File: config.mk
export PLATFORM = sky130hd
export DESIGN_NAME = cfc_fault_confinement
export DESIGN_NICKNAME = d
export VERILOG_FILES = /design/src/cfc_pkg.sv /design/src/cfc_bit_timing.sv /design/src/cfc_err_counter.sv /design/src/cfc_fault_confinement.sv
export SDC_FILE = /design/constraint.sdc
export NUM_CORES = 1
export LEC_CHECK = 0
export BUFFER_PORTS_ARGS = -buffer_cell sky130_fd_sc_hd__buf_2
export CORE_ASPECT_RATIO = 1.5
export CORE_MARGIN = 2
export CORE_UTILIZATION = 55
export DETAILED_ROUTE_END_ITERATION = 7
export PLACE_DENSITY = 0.8
export SETUP_SLACK_MARGIN = 0.4
export SYNTH_ARGS = -nofsm -noshare
export SYNTH_HDL_FRONTEND = slang
export SYNTH_SLANG_ARGS = --single-unit
File: constraint.sdc
create_clock -name mclk_i -period 3.5 [get_ports mclk_i]
set_clock_uncertainty 0.15 [all_clocks]
set_input_delay 1.05 -clock mclk_i [delete_from_list [all_inputs] [get_ports mclk_i]]
set_output_delay 1.05 -clock mclk_i [all_outputs]
set_load 0.03 [all_outputs]
File: src/cfc_pkg.sv
package cfc_pkg;
    // ----------------------------------------
    // Bit counts, counter levels, counter steps and reset values
    // ----------------------------------------
    localparam logic [3:0] RUN_LEN = 4'hb;
    localparam logic [7:0] BOFF_SEQS = 8'h80;
    localparam logic [7:0] WARN_LVL = 8'h60;
    localparam logic [7:0] PASV_LVL = 8'h7f;
    localparam logic [3:0] FLAG_LEN = 4'h6;
    localparam logic [3:0] DELIM_LEN = 4'h8;
    localparam logic [3:0] DOM_ACT = 4'he;
    localparam logic [3:0] DOM_PAS = 4'h8;
    localparam logic [3:0] DOM_NEXT = 4'h8;
    localparam logic [2:0] STUFF_LEN = 3'h6;
    localparam logic [3:0] IFS_LEN = 4'h3;
    localparam logic [3:0] OVL_WIN = 4'h2;
    localparam logic [3:0] SUSP_LEN = 4'h8;
    localparam logic [7:0] INC_ONE = 8'h01;
    localparam logic [7:0] INC_BIG = 8'h08;
    localparam logic [7:0] CNT_RST = 8'h00;
    localparam logic [4:0] TQ_RST = 5'h00;

    // ----------------------------------------
    // Types
    // ----------------------------------------
    typedef enum logic [1:0] {
        NS_SYNC = 2'b00, NS_ACT = 2'b01, NS_PAS = 2'b10, NS_BOFF = 2'b11
    } cfc_node_t;
    typedef enum logic [2:0] {
        FP_IDLE = 3'b000, FP_ERR = 3'b001, FP_OVL = 3'b010, FP_WAIT = 3'b011,
        FP_DELIM = 3'b100, FP_IFS = 3'b101, FP_SUSP = 3'b110
    } cfc_phase_t;
    typedef struct packed {
        logic in_frame;
        logic txing;
        logic tx_bit;
        logic stuffed;
        logic arb;
        logic stuff_bit;
        logic ack_slot;
        logic ack_delim;
        logic fixed;
        logic fixed_lvl;
        logic crc_chk;
        logic crc_zero;
        logic eof_last;
        logic eof_done;
        logic frame_ok;
    } cfc_frm_t;
    typedef struct packed {
        logic bit_e;
        logic stuff_e;
        logic form_e;
        logic crc_e;
        logic ack_e;
    } cfc_errs_t;
    typedef struct packed {
        logic [4:0] tq;
        logic sample;
        logic tx_point;
    } cfc_btl_t;
    typedef struct packed {
        logic [7:0] cnt;
        logic ovf;
    } cfc_cnt_t;
    typedef struct packed {
        cfc_node_t node;
        cfc_phase_t phase;
        logic [3:0] run;
        logic [7:0] boff;
        logic [2:0] srun;
        logic last;
        logic [3:0] fcnt;
        logic [3:0] dcnt;
        logic [3:0] dthr;
        logic fdom;
        logic is_ovl;
        logic first;
        logic crc_pend;
        logic ack_pend;
        logic pas_dom;
        logic once;
        logic was_tx;
        logic rx_prev;
        logic tx;
        logic drv;
        logic warn;
        logic tx_ok;
        logic ovl;
        cfc_errs_t errs;
        logic rx_inc1;
        logic rx_inc8;
        logic tx_inc8;
        logic rx_dec;
        logic tx_dec;
        logic clr;
    } cfc_st_t;
endpackage

File: src/cfc_bit_timing.sv
module cfc_bit_timing
    import cfc_pkg::*;
(
    input wire logic mclk_i,
    input wire logic resetn_i,
    input wire logic tq_i,
    input wire logic hard_sync_i,
    input wire logic [3:0] seg_a_len_i,
    input wire logic [2:0] seg_b_len_i,
    output logic sample_o,
    output logic tx_point_o
);
    cfc_btl_t st_r, st_nxt;
    logic [4:0] last_tq;

    // Software keeps 1 + seg a + seg b within 4..23 quanta
    assign last_tq = {1'b0, seg_a_len_i} + {2'b00, seg_b_len_i};

    always_comb begin
        st_nxt = st_r;
        st_nxt.sample = 1'b0;
        st_nxt.tx_point = 1'b0;
        if (hard_sync_i) begin
            st_nxt.tq = TQ_RST;
        end else if (tq_i) begin
            st_nxt.tq = st_r.tq + 5'h01;
            if (st_r.tq == {1'b0, seg_a_len_i}) begin
                st_nxt.sample = 1'b1;
            end
            if (st_r.tq >= last_tq) begin
                st_nxt.tx_point = 1'b1;
                st_nxt.tq = TQ_RST;
            end
        end
    end

    always_ff @(posedge mclk_i) begin
        if (!resetn_i) begin
            st_r <= '0;
        end else begin
            st_r <= st_nxt;
        end
    end

    assign sample_o = st_r.sample;
    assign tx_point_o = st_r.tx_point;
endmodule // cfc_bit_timing

File: src/cfc_err_counter.sv
module cfc_err_counter
    import cfc_pkg::*;
(
    input wire logic mclk_i,
    input wire logic resetn_i,
    input wire logic inc1_i,
    input wire logic inc8_i,
    input wire logic dec_i,
    input wire logic clr_i,
    input wire logic hold_msb_i,
    output logic [7:0] cnt_o,
    output logic ovf_o
);
    cfc_cnt_t st_r, st_nxt;
    logic [8:0] sum;

    assign sum = {1'b0, st_r.cnt} + {1'b0, inc8_i ? INC_BIG : INC_ONE};

    always_comb begin
        st_nxt = st_r;
        st_nxt.ovf = 1'b0;
        if (clr_i) begin
            st_nxt.cnt = CNT_RST;
        end else if ((inc1_i || inc8_i) && !(hold_msb_i && st_r.cnt[7])) begin
            if (sum[8]) begin
                // Saturate; the carry marks a count above 255
                st_nxt.cnt = 8'hff;
                st_nxt.ovf = 1'b1;
            end else begin
                st_nxt.cnt = sum[7:0];
            end
        end else if (dec_i && st_r.cnt != CNT_RST) begin
            st_nxt.cnt = st_r.cnt - 8'h01;
        end
    end

    always_ff @(posedge mclk_i) begin
        if (!resetn_i) begin
            st_r <= '0;
        end else begin
            st_r <= st_nxt;
        end
    end

    assign cnt_o = st_r.cnt;
    assign ovf_o = st_r.ovf;
endmodule // cfc_err_counter

File: src/cfc_fault_confinement.sv
// Operation
// - Overload frame is six dominant flag bits then eight recessive delimiter bits.
// - Never start own overload; answer others' overload after end of frame.
// - At least three intermission bits before data or remote frames only.
// - Transmitter flags bus/sent mismatch, except passive flag, arbitration, ack slot.
// - Six equal bits inside a stuffed field raise a stuff error.
// - Wrong fixed-form bit is a form error; receiver accepts dominant last EOF.
// - Nonzero CRC remainder is CRC error; missing dominant ack is ack error.
// - After enable or wake-up wait eleven recessive bits, then go error active.
// - Warning is set while active or passive; left when both counters below 96.
// - Passive above 127 with one active flag first; active again below 128.
// - Transmit count above 255 gives bus off with drivers disabled.
// - Bus off ends after 128 runs of eleven recessive bits; counters cleared.
// - Both 8-bit counters readable together as one 16-bit value.
// - Plus 8 for bit error in active flag or receiver's dominant first bit after error flag.
// - Plus 8 at 14th dominant after active flag, 8th after passive, each 8 more.
// - Other errors add 1 to receive count or 8 to transmit count.
// - Successful frame subtracts 1 from its counter unless already zero.
// - Receive counter stops incrementing while its top bit is set.
// - No transmit increment for arbitration stuff-bit error or passive silent ack error.
// - Bit is sync, segment a, segment b; sample between, transmit at end.
// - Segment a length from a 4-bit field, segment b from a 3-bit field.
// - Error flag starts next bit; for CRC error after ack delimiter.
// - Error flag field may span six to twelve bits from overlapping flags.
module cfc_fault_confinement
    import cfc_pkg::*;
(
    input wire logic mclk_i,
    input wire logic resetn_i,
    input wire logic enable_i,
    input wire logic wake_i,
    input wire logic tq_i,
    input wire logic [3:0] phase_seg_a_len_i,
    input wire logic [2:0] phase_seg_b_len_i,
    input wire logic rx_i,
    input cfc_frm_t frm_i,
    output logic tx_o,
    output logic drivers_en_o,
    output logic sample_o,
    output logic tx_point_o,
    output cfc_node_t node_state_o,
    output logic err_warning_o,
    output logic [15:0] fault_count_reg_o,
    output cfc_errs_t err_o,
    output logic overload_o,
    output logic tx_start_ok_o
);
    cfc_st_t st_r, st_nxt;
    logic [7:0] rx_fault_count;
    logic [7:0] tx_fault_count;
    logic tx_ovf;
    logic sample;
    logic tx_point;
    logic hard_sync;
    logic part;
    logic pas_lvl;
    logic run_hit;
    logic err_hit;
    logic ovl_hit;
    logic who_tx;
    logic [2:0] srun_nxt;

    function automatic logic [3:0] bump(input logic [3:0] v);
        return v + 4'h1;
    endfunction

    function automatic logic above(input logic [7:0] v, input logic [7:0] lvl);
        return v > lvl;
    endfunction

    // ----------------------------------------
    // Bit timing and counters
    // ----------------------------------------
    // Bus idle falling edge restarts the bit so sampling lines up with start of frame
    assign hard_sync = st_r.phase == FP_IDLE && !frm_i.in_frame && st_r.rx_prev && !rx_i;

    cfc_bit_timing u_btl (
        .mclk_i(mclk_i),
        .resetn_i(resetn_i),
        .tq_i(tq_i),
        .hard_sync_i(hard_sync),
        .seg_a_len_i(phase_seg_a_len_i),
        .seg_b_len_i(phase_seg_b_len_i),
        .sample_o(sample),
        .tx_point_o(tx_point)
    );

    cfc_err_counter u_rx_cnt (
        .mclk_i(mclk_i),
        .resetn_i(resetn_i),
        .inc1_i(st_r.rx_inc1),
        .inc8_i(st_r.rx_inc8),
        .dec_i(st_r.rx_dec),
        .clr_i(st_r.clr),
        .hold_msb_i(1'b1),
        .cnt_o(rx_fault_count),
        .ovf_o()
    );

    cfc_err_counter u_tx_cnt (
        .mclk_i(mclk_i),
        .resetn_i(resetn_i),
        .inc1_i(1'b0),
        .inc8_i(st_r.tx_inc8),
        .dec_i(st_r.tx_dec),
        .clr_i(st_r.clr),
        .hold_msb_i(1'b0),
        .cnt_o(tx_fault_count),
        .ovf_o(tx_ovf)
    );

    assign part = st_r.node == NS_ACT || st_r.node == NS_PAS;
    assign pas_lvl = above(rx_fault_count, PASV_LVL) || above(tx_fault_count, PASV_LVL);
    assign run_hit = sample && rx_i && st_r.run == RUN_LEN - 4'h1;
    assign who_tx = st_r.phase == FP_IDLE ? frm_i.txing : st_r.was_tx;
    assign srun_nxt = (rx_i == st_r.last && st_r.srun != 3'h0) ? st_r.srun + 3'h1 : 3'h1;

    // ----------------------------------------
    // Next state
    // ----------------------------------------
    always_comb begin
        st_nxt = st_r;
        st_nxt.errs = '0;
        st_nxt.ovl = 1'b0;
        st_nxt.rx_inc1 = 1'b0;
        st_nxt.rx_inc8 = 1'b0;
        st_nxt.tx_inc8 = 1'b0;
        st_nxt.rx_dec = 1'b0;
        st_nxt.tx_dec = 1'b0;
        st_nxt.clr = 1'b0;
        st_nxt.rx_prev = rx_i;
        err_hit = 1'b0;
        ovl_hit = 1'b0;

        if (sample) begin
            st_nxt.run = rx_i ? bump(st_r.run) : 4'h0;
            if (run_hit) begin
                st_nxt.run = 4'h0;
            end
        end

        // Node state
        unique case (st_r.node)
            NS_SYNC: begin
                if (run_hit) begin
                    st_nxt.node = NS_ACT;
                    st_nxt.phase = FP_IDLE;
                end
            end
            NS_ACT: begin
                if (tx_ovf) begin
                    st_nxt.node = NS_BOFF;
                end else if (pas_lvl) begin
                    st_nxt.node = NS_PAS;
                    // The flag already running is the one active flag
                    st_nxt.once = st_r.phase != FP_ERR;
                end
            end
            NS_PAS: begin
                if (tx_ovf) begin
                    st_nxt.node = NS_BOFF;
                end else if (!pas_lvl) begin
                    st_nxt.node = NS_ACT;
                    st_nxt.once = 1'b0;
                end
            end
            NS_BOFF: begin
                if (run_hit) begin
                    st_nxt.boff = st_r.boff + 8'h01;
                    if (st_r.boff + 8'h01 == BOFF_SEQS) begin
                        st_nxt.node = NS_ACT;
                        st_nxt.clr = 1'b1;
                        st_nxt.boff = 8'h00;
                    end
                end
            end
        endcase
        if (st_nxt.node == NS_BOFF && st_r.node != NS_BOFF) begin
            st_nxt.phase = FP_IDLE;
            st_nxt.boff = 8'h00;
            st_nxt.run = 4'h0;
        end

        // Frame and flag sequencing, one step per sampled bit
        if (sample && part && !tx_ovf) begin
            unique case (st_r.phase)
                FP_IDLE: begin
                    if (frm_i.in_frame) begin
                        if (frm_i.stuffed) begin
                            st_nxt.srun = srun_nxt;
                            st_nxt.last = rx_i;
                            if (srun_nxt == STUFF_LEN) begin
                                st_nxt.errs.stuff_e = 1'b1;
                            end
                        end else begin
                            st_nxt.srun = 3'h0;
                        end
                        if (frm_i.txing && rx_i != frm_i.tx_bit
                            && !(!rx_i && (frm_i.arb || frm_i.ack_slot))) begin
                            st_nxt.errs.bit_e = 1'b1;
                        end
                        if (frm_i.fixed && rx_i != frm_i.fixed_lvl
                            && !(frm_i.eof_last && !frm_i.txing)) begin
                            st_nxt.errs.form_e = 1'b1;
                        end
                        if (frm_i.txing && frm_i.ack_slot && rx_i) begin
                            st_nxt.errs.ack_e = 1'b1;
                        end
                        if (frm_i.crc_chk && !frm_i.crc_zero && !frm_i.txing) begin
                            st_nxt.crc_pend = 1'b1;
                        end
                        err_hit = st_nxt.errs.stuff_e || st_nxt.errs.bit_e
                            || st_nxt.errs.form_e || st_nxt.errs.ack_e;
                        if (!err_hit && frm_i.ack_delim && st_r.crc_pend) begin
                            st_nxt.errs.crc_e = 1'b1;
                            err_hit = 1'b1;
                        end
                        if (err_hit) begin
                            if (!frm_i.txing) begin
                                st_nxt.rx_inc1 = 1'b1;
                            end else if (st_nxt.errs.stuff_e && frm_i.arb
                                && frm_i.stuff_bit && frm_i.tx_bit) begin
                                st_nxt.tx_inc8 = 1'b0;
                            end else if (st_nxt.errs.ack_e && st_r.node == NS_PAS) begin
                                st_nxt.ack_pend = 1'b1;
                            end else begin
                                st_nxt.tx_inc8 = 1'b1;
                            end
                        end else begin
                            if (frm_i.eof_last && !frm_i.txing && !rx_i) begin
                                ovl_hit = 1'b1;
                            end
                            if (frm_i.frame_ok) begin
                                st_nxt.tx_dec = frm_i.txing;
                                st_nxt.rx_dec = !frm_i.txing;
                            end
                            if (frm_i.eof_done && !ovl_hit) begin
                                st_nxt.phase = FP_IFS;
                                st_nxt.fcnt = 4'h0;
                                st_nxt.was_tx = frm_i.txing;
                                st_nxt.crc_pend = 1'b0;
                            end
                        end
                    end else begin
                        st_nxt.srun = 3'h0;
                        st_nxt.crc_pend = 1'b0;
                    end
                end
                FP_ERR, FP_OVL: begin
                    st_nxt.fcnt = bump(st_r.fcnt);
                    if (st_r.phase == FP_ERR && st_r.fdom && rx_i) begin
                        st_nxt.errs.bit_e = 1'b1;
                        st_nxt.rx_inc8 = !st_r.was_tx;
                        st_nxt.tx_inc8 = st_r.was_tx;
                    end
                    if (!st_r.fdom && !rx_i) begin
                        st_nxt.pas_dom = 1'b1;
                    end
                    if (bump(st_r.fcnt) == FLAG_LEN) begin
                        st_nxt.phase = FP_WAIT;
                        st_nxt.dcnt = 4'h0;
                        st_nxt.dthr = st_r.fdom ? DOM_ACT : DOM_PAS;
                        st_nxt.first = 1'b1;
                        st_nxt.ack_pend = 1'b0;
                        if (st_r.ack_pend && (st_r.pas_dom || !rx_i)) begin
                            st_nxt.tx_inc8 = 1'b1;
                        end
                    end
                end
                FP_WAIT: begin
                    st_nxt.first = 1'b0;
                    if (rx_i) begin
                        // First recessive bit is delimiter bit one
                        st_nxt.phase = FP_DELIM;
                        st_nxt.fcnt = 4'h1;
                    end else begin
                        if (st_r.first && !st_r.was_tx && !st_r.is_ovl) begin
                            st_nxt.rx_inc8 = 1'b1;
                        end
                        st_nxt.dcnt = bump(st_r.dcnt);
                        if (bump(st_r.dcnt) == st_r.dthr) begin
                            st_nxt.rx_inc8 = !st_r.was_tx;
                            st_nxt.tx_inc8 = st_r.was_tx;
                            st_nxt.dcnt = 4'h0;
                            st_nxt.dthr = DOM_NEXT;
                        end
                    end
                end
                FP_DELIM: begin
                    st_nxt.fcnt = bump(st_r.fcnt);
                    if (!rx_i) begin
                        st_nxt.errs.form_e = 1'b1;
                        st_nxt.rx_inc1 = !st_r.was_tx;
                        st_nxt.tx_inc8 = st_r.was_tx;
                        err_hit = 1'b1;
                    end else if (bump(st_r.fcnt) == DELIM_LEN) begin
                        st_nxt.phase = FP_IFS;
                        st_nxt.fcnt = 4'h0;
                    end
                end
                FP_IFS: begin
                    st_nxt.fcnt = bump(st_r.fcnt);
                    if (!rx_i) begin
                        if (st_r.fcnt < OVL_WIN) begin
                            ovl_hit = 1'b1;
                        end else begin
                            // Start of frame from another node on the last bit
                            st_nxt.phase = FP_IDLE;
                        end
                    end else if (bump(st_r.fcnt) == IFS_LEN) begin
                        st_nxt.fcnt = 4'h0;
                        st_nxt.phase = (st_r.node == NS_PAS && st_r.was_tx) ? FP_SUSP : FP_IDLE;
                    end
                end
                FP_SUSP: begin
                    st_nxt.fcnt = bump(st_r.fcnt);
                    if (!rx_i || bump(st_r.fcnt) == SUSP_LEN) begin
                        st_nxt.phase = FP_IDLE;
                    end
                end
                default: begin
                    st_nxt.phase = FP_IDLE;
                end
            endcase

            // Error and overload frames go out at once, no intermission
            if (err_hit) begin
                st_nxt.phase = FP_ERR;
                st_nxt.fcnt = 4'h0;
                st_nxt.fdom = st_r.node == NS_ACT || st_r.once;
                st_nxt.once = 1'b0;
                st_nxt.is_ovl = 1'b0;
                st_nxt.pas_dom = 1'b0;
                st_nxt.crc_pend = 1'b0;
                st_nxt.was_tx = who_tx;
            end else if (ovl_hit) begin
                st_nxt.phase = FP_OVL;
                st_nxt.fcnt = 4'h0;
                st_nxt.fdom = 1'b1;
                st_nxt.is_ovl = 1'b1;
                st_nxt.was_tx = 1'b0;
                st_nxt.ovl = 1'b1;
            end
        end

        if (!enable_i || wake_i) begin
            st_nxt.node = NS_SYNC;
            st_nxt.phase = FP_IDLE;
            st_nxt.run = 4'h0;
            st_nxt.once = 1'b0;
            st_nxt.ack_pend = 1'b0;
            st_nxt.crc_pend = 1'b0;
        end

        // ----------------------------------------
        // Pin and status outputs
        // ----------------------------------------
        if (tx_point) begin
            if (!part) begin
                st_nxt.tx = 1'b1;
            end else if (st_r.phase == FP_ERR || st_r.phase == FP_OVL) begin
                st_nxt.tx = !st_r.fdom;
            end else if (st_r.phase == FP_IDLE && frm_i.in_frame && frm_i.txing) begin
                st_nxt.tx = frm_i.tx_bit;
            end else begin
                st_nxt.tx = 1'b1;
            end
        end
        if (st_nxt.node == NS_BOFF || st_nxt.node == NS_SYNC) begin
            st_nxt.tx = 1'b1;
        end
        st_nxt.drv = st_nxt.node == NS_ACT || st_nxt.node == NS_PAS;
        st_nxt.warn = st_nxt.drv && (rx_fault_count >= WARN_LVL || tx_fault_count >= WARN_LVL);
        st_nxt.tx_ok = st_nxt.drv && st_nxt.phase == FP_IDLE && !frm_i.in_frame;
    end

    always_ff @(posedge mclk_i) begin
        if (!resetn_i) begin
            st_r <= '0;
            st_r.tx <= 1'b1;
            st_r.rx_prev <= 1'b1;
            st_r.dthr <= DOM_ACT;
        end else begin
            st_r <= st_nxt;
        end
    end

    assign tx_o = st_r.tx;
    assign drivers_en_o = st_r.drv;
    assign sample_o = sample;
    assign tx_point_o = tx_point;
    assign node_state_o = st_r.node;
    assign err_warning_o = st_r.warn;
    assign fault_count_reg_o = {tx_fault_count, rx_fault_count};
    assign err_o = st_r.errs;
    assign overload_o = st_r.ovl;
    assign tx_start_ok_o = st_r.tx_ok;
endmodule // cfc_fault_confinement

==> results of run 1 <==
-- area by class of cell --
class | instances | area, µm²
tap | 112 | 140.1
clock inverter | 5 | 81.33
timing repair buffer | 68 | 370.4
clock buffer | 11 | 232.7
sequential | 80 | 1602
multi-input combinational | 525 | 3336
inverter | 26 | 97.59
fill | 824 | 3395
-- layout by cell type (no fill, tap or decap), types with 5 or more instances in the layout --
cell       Yosys  layout
a211oi_1      10      10
a21oi_1       37      36
a31oi_1        7       7
and2_1        10      10
and3_1         9       9
buf_2          8      56
buf_4          8      11
clkbuf_16      0       9
dfxtp_1       80      80
ha_1          36      36
inv_1         26      26
nand2_1       71      71
nand2b_1       9       9
nand3_1       30      30
nand3b_1       7       7
nand4_1        9       9
nor2_1        80      80
nor2b_1       16      16
nor3_1        21      21
nor3b_1        5       5
nor4_1         8       8
o211ai_1       5       5
o21ai_0       32      32
or3_1          8       8
xnor2_1       18      18
xor2_1        15      15
-- stage by stage --
step | worst slack [ps] | util [%] | hold WS [ps] | power, W
after floorplan | 464.5 | - | 281.6 | 0.001019
after global placement | 247.6 | 59.78 | 298.1 | 0.001064
after detailed placement | 154.2 | 59.78 | 304.9 | 0.001069
after CTS | 511.5 | 63.17 | 313.7 | 0.002055
after global routing | 394.5 | 63.32 | 329.7 | 0.002111
final | 540.4 | 63.32 | 316.1 | 0.002056
-- worst min-delay path by stage --
stage | startpoint | endpoint | slack [ps] | depth (start not counted)
after floorplan | st_r[19]$_SDFFE_PN0P_ | st_r[19]$_SDFFE_PN0P_ | 280 | 2
after global routing | st_r[18]$_SDFF_PP0_ | st_r[18]$_SDFF_PP0_ | 330 | 2
after detailed placement | st_r[18]$_SDFF_PP0_ | st_r[18]$_SDFF_PP0_ | 300 | 2
final | st_r[18]$_SDFF_PP0_ | st_r[18]$_SDFF_PP0_ | 320 | 2
after global placement | st_r[18]$_SDFF_PP0_ | st_r[18]$_SDFF_PP0_ | 300 | 2
after CTS | st_r[18]$_SDFF_PP0_ | st_r[18]$_SDFF_PP0_ | 310 | 2
-- per-layer routing --
| layer | GRT usage [%] | part of all wire, % | up-vias |
|---|---|---|---|
| met5 | 0 | 0 | - |
| met4 | 13.61 | 3.5 | 0 |
| met3 | 2.804 | 6.0 | 41 |
| met2 | 50.15 | 52 | 231 |
| met1 | 30.31 | 39 | 2395 |
| li1 | - | - | 2452 |
-- worst max-delay path: cells and delay by family --
family,cells,cell delay [ps]
fa+ha+maj,3,890
compound gates,3,500
buf+inv,1,110
simple gates,3,330
xor+xnor,1,210
-- kinds of logic after synthesis --
kind of cell               count (synthesis)  share of synthesized area (%)
AOI/OAI and AO/OA                        149                          19.18
xor gates and xnor gates                  34                          5.864
adders and majority gates                 37                          9.036
buffers and inverters                     62                          5.383
DFF                                       80                          30.76
muxes                                      1                         0.1923
and+or+nand+nor                          304                          29.58
-- timing repair --
| action | 4_1_cts | 5_1_grt |
|---|---|---|
| resized for setup | 0 | 3 |
| setup buffers | 0 | 0 |
| endpoints found under the hold margin | 0 | 0 |
| endpoints found under the setup margin | 0 | 7 |
-- power groups by stage --
| stage | Clock [W] | Sequential (W) | Combinational (W) |
|---|---|---|---|
| finish | 0.00100 | 0.000918 | 0.000136 |
| global route | 0.00104 | 0.000918 | 0.000150 |
| CTS | 0.00100 | 0.000918 | 0.000132 |
| detailed placement | 0 | 0.000938 | 0.000131 |
| global placement | 0 | 0.000938 | 0.000126 |
| floorplan | 0 | 0.000938 | 0.0000808 |
-- state kept, by name (all words and copies together) (netlist names) --
name              count
u_tx_cnt.ovf_o        1
tx_o                  1
u_rx_cnt.cnt_o        8
err_warning_o         1
overload_o            1
u_tx_cnt.cnt_o        8
err_o                 5
u_btl.tx_point_o      1
tx_start_ok_o         1
drivers_en_o          1
u_btl.st_r            5
st_r                 44
u_btl.sample_o        1
node_state_o          2
==> flow_metrics.py, run 1 <==
metrics = {
    "yosys": {
        "seq_area_frac_synth_pct": 30.76,
        "synth-edff-count": 0,
        "yosysTopAreaCell": "dfxtp_1",
        "yosysWarnings": 0,
        "async_reset_ff_share_pct": 0,
        "synth_cell_types": 79,
        "netlist_area_mm2": 0.005206,
        "syn_avg_cell_area_um2": 7.805,
        "syn_nets": 732,
        "ys_ff_latch": 80,
        "syn_inst": 667,
        "ys_top_cells_by_area": "dfxtp_1 31%, ha_1 8.7%, nor2_1 5.8%",
        "synth_common_cells": "80 x dfxtp_1, 80 x nor2_1, 71 x nand2_1",
        "ys.flop_type": "dfxtp_1",
        "yosysTopAreaCellShare_pct": 30.76,
    },
    "final_layout": {
        "syn2layout_area_growth_pct": 12.55,
        "fin_cells": 827,
        "fin_area_mm2": 0.005859,
        "antenna_cells": 0,
        "num-nets-final": 775,
        "layout-drive-gt1-share_pct": 14.83,
    },
    "power_and_ir_drop": {
        "p_per_area_mw_per_mm2": 350.8,
        "internal-power_w": 0.001593,
        "leakage_nw": 2.387,
        "combPwrFrac_pct": 6.6,
        "pwr-share-seq_pct": 44.7,
        "swShare_pct": 22.51,
        "power_switching_w": 0.0004627,
        "clkPwrFrac_pct": 48.7,
        "peakVddDrop_mv": 0.3506,
    },
    "die": {
        "ios": 58,
        "die_h_um": 123.2,
        "fp.coreArea_mm2": 0.009254,
        "die-area_mm2": 0.01028,
        "core.rowCount": 43,
        "die_w_um": 83.44,
        "start_util_pct": 56.26,
    },
    "sta": {
        "rsz0062_at_grt": "false",
        "drv_slew": 0,
        "layout_min_cycle_time_ps": 2960,
        "worst_slew_pin_slew_ps": 721.7,
        "final_hold_viol_count": 0,
        "fmax_mhz": 337.9,
        "fin_crit_sh_pct": 84.56,
        "final.setup.tns_ps": 0,
        "setup_violations": 0,
        "max-slew-margin-rel_pct": 51.89,
    },
    "critical_path": {
        "r2r_setup_slack_ps": 670,
        "r2r-end": "tx_start_ok_o$_SDFF_PN0_",
        "startpoint": "phase_seg_a_len_i[0]",
        "crit_path_max_incr_delay_ps": 410,
        "slowest_stage": "fa_1",
        "path_cells": "buf_2, ha_1, fa_1, xnor2_1, ha_1, nor2b_1, o21ai_0, nand2b_1, a21oi_2, o21ai_1, nor2_1",
        "critPathMaxFanout": 4,
        "r2r-start": "node_state_o[1]$_SDFF_PN0_",
        "crit_type": "primary input to register",
        "cp_common_cell": "ha_1",
        "critical_path_required_ps": 3630,
        "endpoint_kind": "register",
        "endpoint": "u_btl.st_r[4]$_SDFFE_PP0P_",
        "arrival_ps": 3090,
        "crit_path_start_kind": "primary input",
        "rr_worst_depth": 10,
    },
    "grt": {
        "grt_pass1_vias": 4824,
        "grt_overflow_total": 0,
        "antenna_found_initial": 0,
        "grt_usage_pct": 26.86,
        "grt_pass1_wl_mm": 22.50,
        "grt_max_degree": 31,
    },
    "clocking": {
        "clk_pin_slew_ps": 60,
        "clock_latency_ps": 340,
        "root_buffer": "clkbuf_16",
        "cts.sinks": 80,
        "cts_made_buffers": 9,
        "htree_levels": 3,
        "clk_path_buf_depth": 2,
        "holdBufCountCts": 0,
        "cts_tree": "yes",
    },
    "outcome": {
        "status": "finished, final reports clean",
    },
    "placed_design": {
        "dpl_cell_area_mm2": 0.005532,
        "place_inst": 811,
        "gp_congestion": 0.9569,
        "dp_hpwl_mm": 10.27,
        "io_buffers": 57,
    },
    "drt": {
        "wl_per_cell_um": 16.57,
        "drt_iter0_drc": 292,
        "totalWireLength_mm": 13.71,
        "num_vias": 5119,
        "postRouteAntennaNets": 0,
        "vias_per_cell": 6.190,
        "drt_pass1_iterations": 5,
        "drc": 0,
    },
    "worst_hold_path": {
        "hp-class": "register to register",
    },
    "flow_run": {
        "cap_violations": 0,
    },
}
(Power assumes the default switching activity.)
==> run 2: changes to the inputs <==
Settings changed: ABC_AREA set to 1, CORE_UTILIZATION 55 to 54, PLACE_DENSITY 0.8 to 0.81.
Clock period 3.5 ns to 2.6 ns, I/O delays scaled along.
==> run 2 against run 1 <==
The run now ends with negative setup slack left. Critical path type unchanged. Sequential cell count is the same. Global-route usage grew 0.18 points. Wire length grew 7.8%. Highest routed layer unchanged. Largest power group unchanged. Clock power grew 28%.
==> flow_metrics.py, run 2 <==
metrics = {
    "drt": {
        "drc": 0,
        "drt_iter0_drc": 300,
        "wl_per_cell_um": 15.25,
        "vias_per_cell": 5.678,
        "drt_pass1_iterations": 6,
        "postRouteAntennaNets": 0,
        "num_vias": 5502,
        "totalWireLength_mm": 14.78,
    },
    "worst_hold_path": {
        "min_path_cells": 2,
        "hp-class": "register to register",
    },
    "critical_path": {
        "rr_worst_depth": 14,
        "critical_path_required_ps": 2720,
        "arrival_ps": 2780,
        "critPathMaxFanout": 4,
        "crit_path_start_kind": "primary input",
        "endpoint_kind": "register",
        "crit_type": "primary input to register",
    },
    "flow_run": {
        "cap_violations": 0,
    },
    "outcome": {
        "status": "complete, but fails checks",
        "violations": "negative setup slack",
    },
    "yosys": {
        "yosysWarnings": 0,
        "yosysTopAreaCell": "dfxtp_1",
        "synth-edff-count": 0,
        "async_reset_ff_share_pct": 0,
        "syn_inst": 757,
        "syn_nets": 822,
        "synth_most_common_cell": "nand2_1",
        "yosysTopAreaCellShare_pct": 29.82,
        "ys_top_cells_by_area": "dfxtp_1 30%, nand2_1 9.2%, ha_1 8.4%",
        "syn_avg_cell_area_um2": 7.096,
        "ys_ff_latch": 80,
        "synth_common_cells": "132 x nand2_1, 93 x inv_1, 86 x nor2_1",
        "synth_cell_types": 58,
        "netlist_area_mm2": 0.005371,
        "seq_area_frac_synth_pct": 29.82,
        "ys.flop_type": "dfxtp_1",
    },
    "clocking": {
        "cts_made_buffers": 9,
        "clk_path_buf_depth": 2,
        "clock_latency_ps": 340,
        "cts.sinks": 80,
        "cts_tree": "yes",
        "clk_pin_slew_ps": 60,
        "htree_levels": 3,
        "root_buffer": "clkbuf_16",
    },
    "die": {
        "die_h_um": 126.2,
        "die_w_um": 85.44,
        "start_util_pct": 55.44,
        "die-area_mm2": 0.01078,
        "ios": 58,
        "core.rowCount": 44,
        "fp.coreArea_mm2": 0.009689,
    },
    "final_layout": {
        "largest_reg_flops": 44,
        "layout-drive-gt1-share_pct": 26.46,
        "antenna_cells": 0,
        "layout_common_cells": "122 x nand2_1, 91 x inv_1, 78 x nor2_1",
        "final_common_cell": "nand2_1",
        "fin_cells": 969,
        "fin_area_mm2": 0.006630,
        "regMostFlops": "st_r",
        "syn2layout_area_growth_pct": 23.43,
        "num-nets-final": 914,
    },
    "placed_design": {
        "place_inst": 944,
        "dpl_cell_area_mm2": 0.006020,
        "dp_hpwl_mm": 11.20,
        "gp_congestion": 0.9907,
        "io_buffers": 57,
    },
    "sta": {
        "holdWs_ps": 294.6,
        "rsz0062_at_grt": "true",
        "final_hold_viol_count": 0,
        "worst_slew_pin_slew_ps": 377.4,
        "drv_slew": 0,
        "setup_slack_ps": -60.11,
        "fmax_mhz": 375.9,
        "layout_min_cycle_time_ps": 2660,
        "fin_crit_sh_pct": 102.3,
        "setup_violations": 6,
        "max-slew-margin-rel_pct": 74.81,
    },
    "grt": {
        "antenna_found_initial": 0,
        "grt_usage_pct": 27.04,
        "grt_max_degree": 19,
        "grt_overflow_total": 0,
        "grt_pass1_wl_mm": 23.76,
        "grt_pass1_vias": 5262,
    },
    "power_and_ir_drop": {
        "leakage_nw": 2.946,
        "power_switching_w": 0.0006622,
        "combPwrFrac_pct": 9.0,
        "power_w": 0.002768,
        "pwr-share-seq_pct": 44.6,
        "internal-power_w": 0.002106,
        "peakVddDrop_mv": 0.4182,
        "p_per_area_mw_per_mm2": 417.5,
        "clkPwrFrac_pct": 46.4,
        "swShare_pct": 23.92,
    },
}
run 2: what timing repair did:
item | 4_1_cts | 5_1_grt
hold buffers | 0 | 0
setup buffers | 6 | 3
gates resized for setup | 17 | 51
pin swaps | 7 | 12
endpoints found under the setup margin | 22 | 42
run 2: logic make-up after synthesis:
| group | after synthesis | share of synthesized area (%) |
|---|---|---|
| AO/OA/AOI/OAI | 141 | 16.52 |
| flip-flops | 80 | 29.82 |
| XOR/XNOR | 24 | 3.913 |
| buffers and inverters | 129 | 9.760 |
| AND/OR/NAND/NOR | 346 | 31.24 |
| adder cells (fa/ha/maj) | 37 | 8.758 |
run 2: worst paths after layout:
kind                          from                    endpoint  slack (ps)
max           phase_seg_a_len_i[0]  u_btl.st_r[2]$_SDFFE_PP0P_         -60
min          st_r[19]$_SDFFE_PN0P_       st_r[19]$_SDFFE_PN0P_         290
max reg2reg  st_r[38]$_SDFFE_PN0P_       st_r[33]$_SDFFE_PN0P_         410
min reg2reg  st_r[19]$_SDFFE_PN0P_       st_r[19]$_SDFFE_PN0P_         290
run 2: power by group through the flow:
stage,sequential (W),clock [W],combinational [W]
after floorplan,0.00126,0,0.000126
after global placement,0.00126,0,0.000206
after detailed placement,0.00126,0,0.000213
after CTS,0.00123,0.00129,0.000228
after global routing,0.00123,0.00134,0.000270
final,0.00123,0.00128,0.000249
run 2: final cells by class:
| type | instances | area [µm²] |
|---|---|---|
| flip-flops and latches | 80 | 1615 |
| repair buffers | 102 | 674.4 |
| multi-input cells | 548 | 3485 |
| fillers | 763 | 3059 |
| clock inverters | 5 | 53.80 |
| clock buffers | 11 | 242.7 |
| well taps | 115 | 143.9 |
| inverters | 108 | 415.4 |
run 2: metrics by stage:
stage	setup slack [ps]	setup TNS [ps]	util, %
finish	-60.11	-272.2	68.43
global route	-146.0	-768.4	68.43
CTS	-57.87	-143.6	66.26
detailed placement	-464.2	-2340	62.13
global placement	-389.7	-1919	62.13
floorplan	-186.6	-712.0	-
run 2: worst max-delay path, cell delays in order:
cell	delay (ps)
buf_8	100
ha_4	150
fa_1	480
inv_1	40
ha_1	260
o21a_1	110
o21a_1	170
o21a_1	180
o21ai_2	140
nand2_1	80
nand2_2	90
nand3_4	90
nor3_2	100
run 2: metal layers:
metal / global-route usage [%] / part of all wire (%) / wire length (µm)
met1: 29.63 / 40 / 5903
met2: 49.82 / 52 / 7731
met3: 3.735 / 3.9 / 574
met4: 13.35 / 3.9 / 569
met5: 0 / 0 / 0
==> run 3: changes to the inputs <==
Settings changed: CELL_PAD_IN_SITES_DETAIL_PLACEMENT set to 0, CELL_PAD_IN_SITES_GLOBAL_PLACEMENT set to 1, CORE_UTILIZATION 54 to 39.
==> run 3 against run 2 <==
The flow still finishes with violations (negative setup slack). Count of clock-buffer cells in the layout shrank 1. Sequential power is essentially flat. Clock power grew 9%. Sequential cell count is the same. Maximum frequency grew 0.98%. Worst hold slack gained 16 ps. Cell count grew 5.3%. Critical path depth is the same. Critical endpoint is now u_btl.st_r[6]$_SDFFE_PP0P_.
==> flow_metrics.py, run 3 (same netlist as run 2, synthesis figures left out) <==
metrics = {
    "sta": {
        "fmax_mhz": 379.6,
        "rsz0062_at_grt": "true",
        "fin_crit_sh_pct": 101.3,
        "setup_slack_ps": -34.27,
        "layout_min_cycle_time_ps": 2634,
        "holdWs_ps": 311.0,
        "drv_slew": 0,
        "setup_violations": 3,
        "max-slew-margin-rel_pct": 68.20,
        "worst_slew_pin_slew_ps": 470.9,
        "final.setup.tns_ps": -59.63,
        "final_hold_viol_count": 0,
    },
    "die": {
        "core.rowCount": 52,
        "fp.coreArea_mm2": 0.01347,
        "die-area_mm2": 0.01475,
        "die_h_um": 147.7,
        "start_util_pct": 39.88,
        "die_w_um": 99.82,
        "ios": 58,
    },
    "grt": {
        "grt_usage_pct": 20.54,
        "grt_pass1_vias": 5305,
        "grt_overflow_total": 0,
        "grt_pass1_wl_mm": 24.68,
        "grt_max_degree": 19,
        "antenna_found_initial": 0,
    },
    "worst_hold_path": {
        "hp-class": "register to register",
    },
    "drt": {
        "totalWireLength_mm": 14.72,
        "postRouteAntennaNets": 0,
        "num_vias": 5391,
        "vias_per_cell": 5.285,
        "drt_iter0_drc": 199,
        "drc": 0,
        "drt_pass1_iterations": 4,
        "wl_per_cell_um": 14.43,
    },
    "power_and_ir_drop": {
        "peakVddDrop_mv": 0.2596,
        "p_per_area_mw_per_mm2": 420.8,
        "leakage_nw": 2.992,
    },
    "placed_design": {
        "io_buffers": 57,
        "dp_hpwl_mm": 11.53,
        "gp_congestion": 0.9713,
    },
    "outcome": {
        "status": "complete, but fails checks",
        "violations": "negative setup slack",
    },
    "final_layout": {
        "largest_reg_flops": 44,
        "n_fill_cell": 1323,
        "regMostFlops": "st_r",
        "num-nets-final": 919,
        "antenna_cells": 0,
        "layout_common_cells": "117 x nand2_1, 91 x inv_1, 75 x nor2_1",
        "final_common_cell": "nand2_1",
        "syn2layout_area_growth_pct": 27.18,
        "layout-drive-gt1-share_pct": 28.32,
    },
    "critical_path": {
        "crit_path_start_kind": "primary input",
        "crit_path_max_incr_delay_ps": 470,
        "critPathBufInv": 2,
        "critical_path_required_ps": 2720,
        "cp_top_family": "adder cells",
        "slowest_stage": "fa_1",
        "crit_type": "primary input to register",
        "path_cells": "buf_8, ha_4, fa_1, inv_1, ha_1, o21a_1, o21a_1, o21a_1, o21ai_2, nand2_1, nand2_2, nand3_4, nor2_1",
        "critPathMaxFanout": 4,
        "endpoint_kind": "register",
        "arrival_ps": 2760,
        "cp_common_cell": "o21a_1",
    },
    "clocking": {
        "clk_pin_slew_ps": 60,
        "cts_tree": "yes",
        "root_buffer": "clkbuf_16",
        "holdBufCountCts": 0,
        "cts_made_buffers": 9,
        "clock_latency_ps": 340,
        "htree_levels": 3,
        "clk_path_buf_depth": 2,
        "cts.sinks": 80,
    },
    "flow_run": {
        "cap_violations": 0,
    },
}
-- run 3: worst paths after layout --
path,cells past startpoint,slack (ps),end,from
worst max-delay path,13,-30,u_btl.st_r[6]$_SDFFE_PP0P_,phase_seg_a_len_i[0]
worst max register to register,10,400,st_r[17]$_SDFFE_PN0P_,st_r[53]$_SDFF_PN0_
worst min-delay path,2,310,st_r[19]$_SDFFE_PN0P_,st_r[19]$_SDFFE_PN0P_
worst min register to register,2,310,st_r[19]$_SDFFE_PN0P_,st_r[19]$_SDFFE_PN0P_
-- run 3: worst register-to-register path: cells and delay by family, from the launching register on --
| kind | cells | cell delay, ps |
|---|---|---|
| simple gates | 5 | 710 |
| compound gates | 3 | 660 |
| flops | 1 | 380 |
| buf+inv | 2 | 190 |
-- run 3: layout make-up --
type	instances	area, µm²	area share (%)
Timing Repair Buffer	107	718.2	10.51
Tap cell	162	202.7	2.967
Multi-Input combinational cell	548	3551	51.98
Sequential cell	80	1617	23.66
Clock buffer	10	239.0	3.498
Inverter	108	422.9	6.190
Clock inverter	5	81.33	1.190
-- run 3: stage by stage --
| stage | setup WS, ps | power (W) | instances | cell area (µm²) | util, % |
|---|---|---|---|---|---|
| after floorplan | -186.6 | 0.001388 | 757 | 5443 | - |
| after global placement | -408.0 | 0.001475 | 995 | 6108 | 45.35 |
| final | -34.27 | 0.002875 | 1020 | 6832 | 50.72 |
| after CTS | -31.24 | 0.002883 | 1014 | 6584 | 48.89 |
| after global routing | -172.9 | 0.002972 | 1020 | 6832 | 50.72 |
| after detailed placement | -458.0 | 0.001481 | 995 | 6108 | 45.35 |
-- run 3: what timing repair did --
action                     in CTS  in global routing
pin swaps                      12                 32
gates resized for setup        32                 61
buffers inserted                4                  6
setup endpoints to repair      38                 49
-- run 3: layer usage --
layer,up-vias,global-route usage [%],share of wire [%]
li1,2723,-,-
met1,2542,23.14,40
met2,93,37.70,53
met3,33,2.411,3.1
met4,0,10.00,3.8
met5,-,0,0
-- run 3: report_power, final --
part | switching [W] | total, W | internal (W)
Sequential | 0.00000537 | 0.00123 | 0.00123
Combinational | 0.000140 | 0.000245 | 0.000105
Clock | 0.000534 | 0.00140 | 0.000862
Total | 0.000680 | 0.00287 | 0.00220
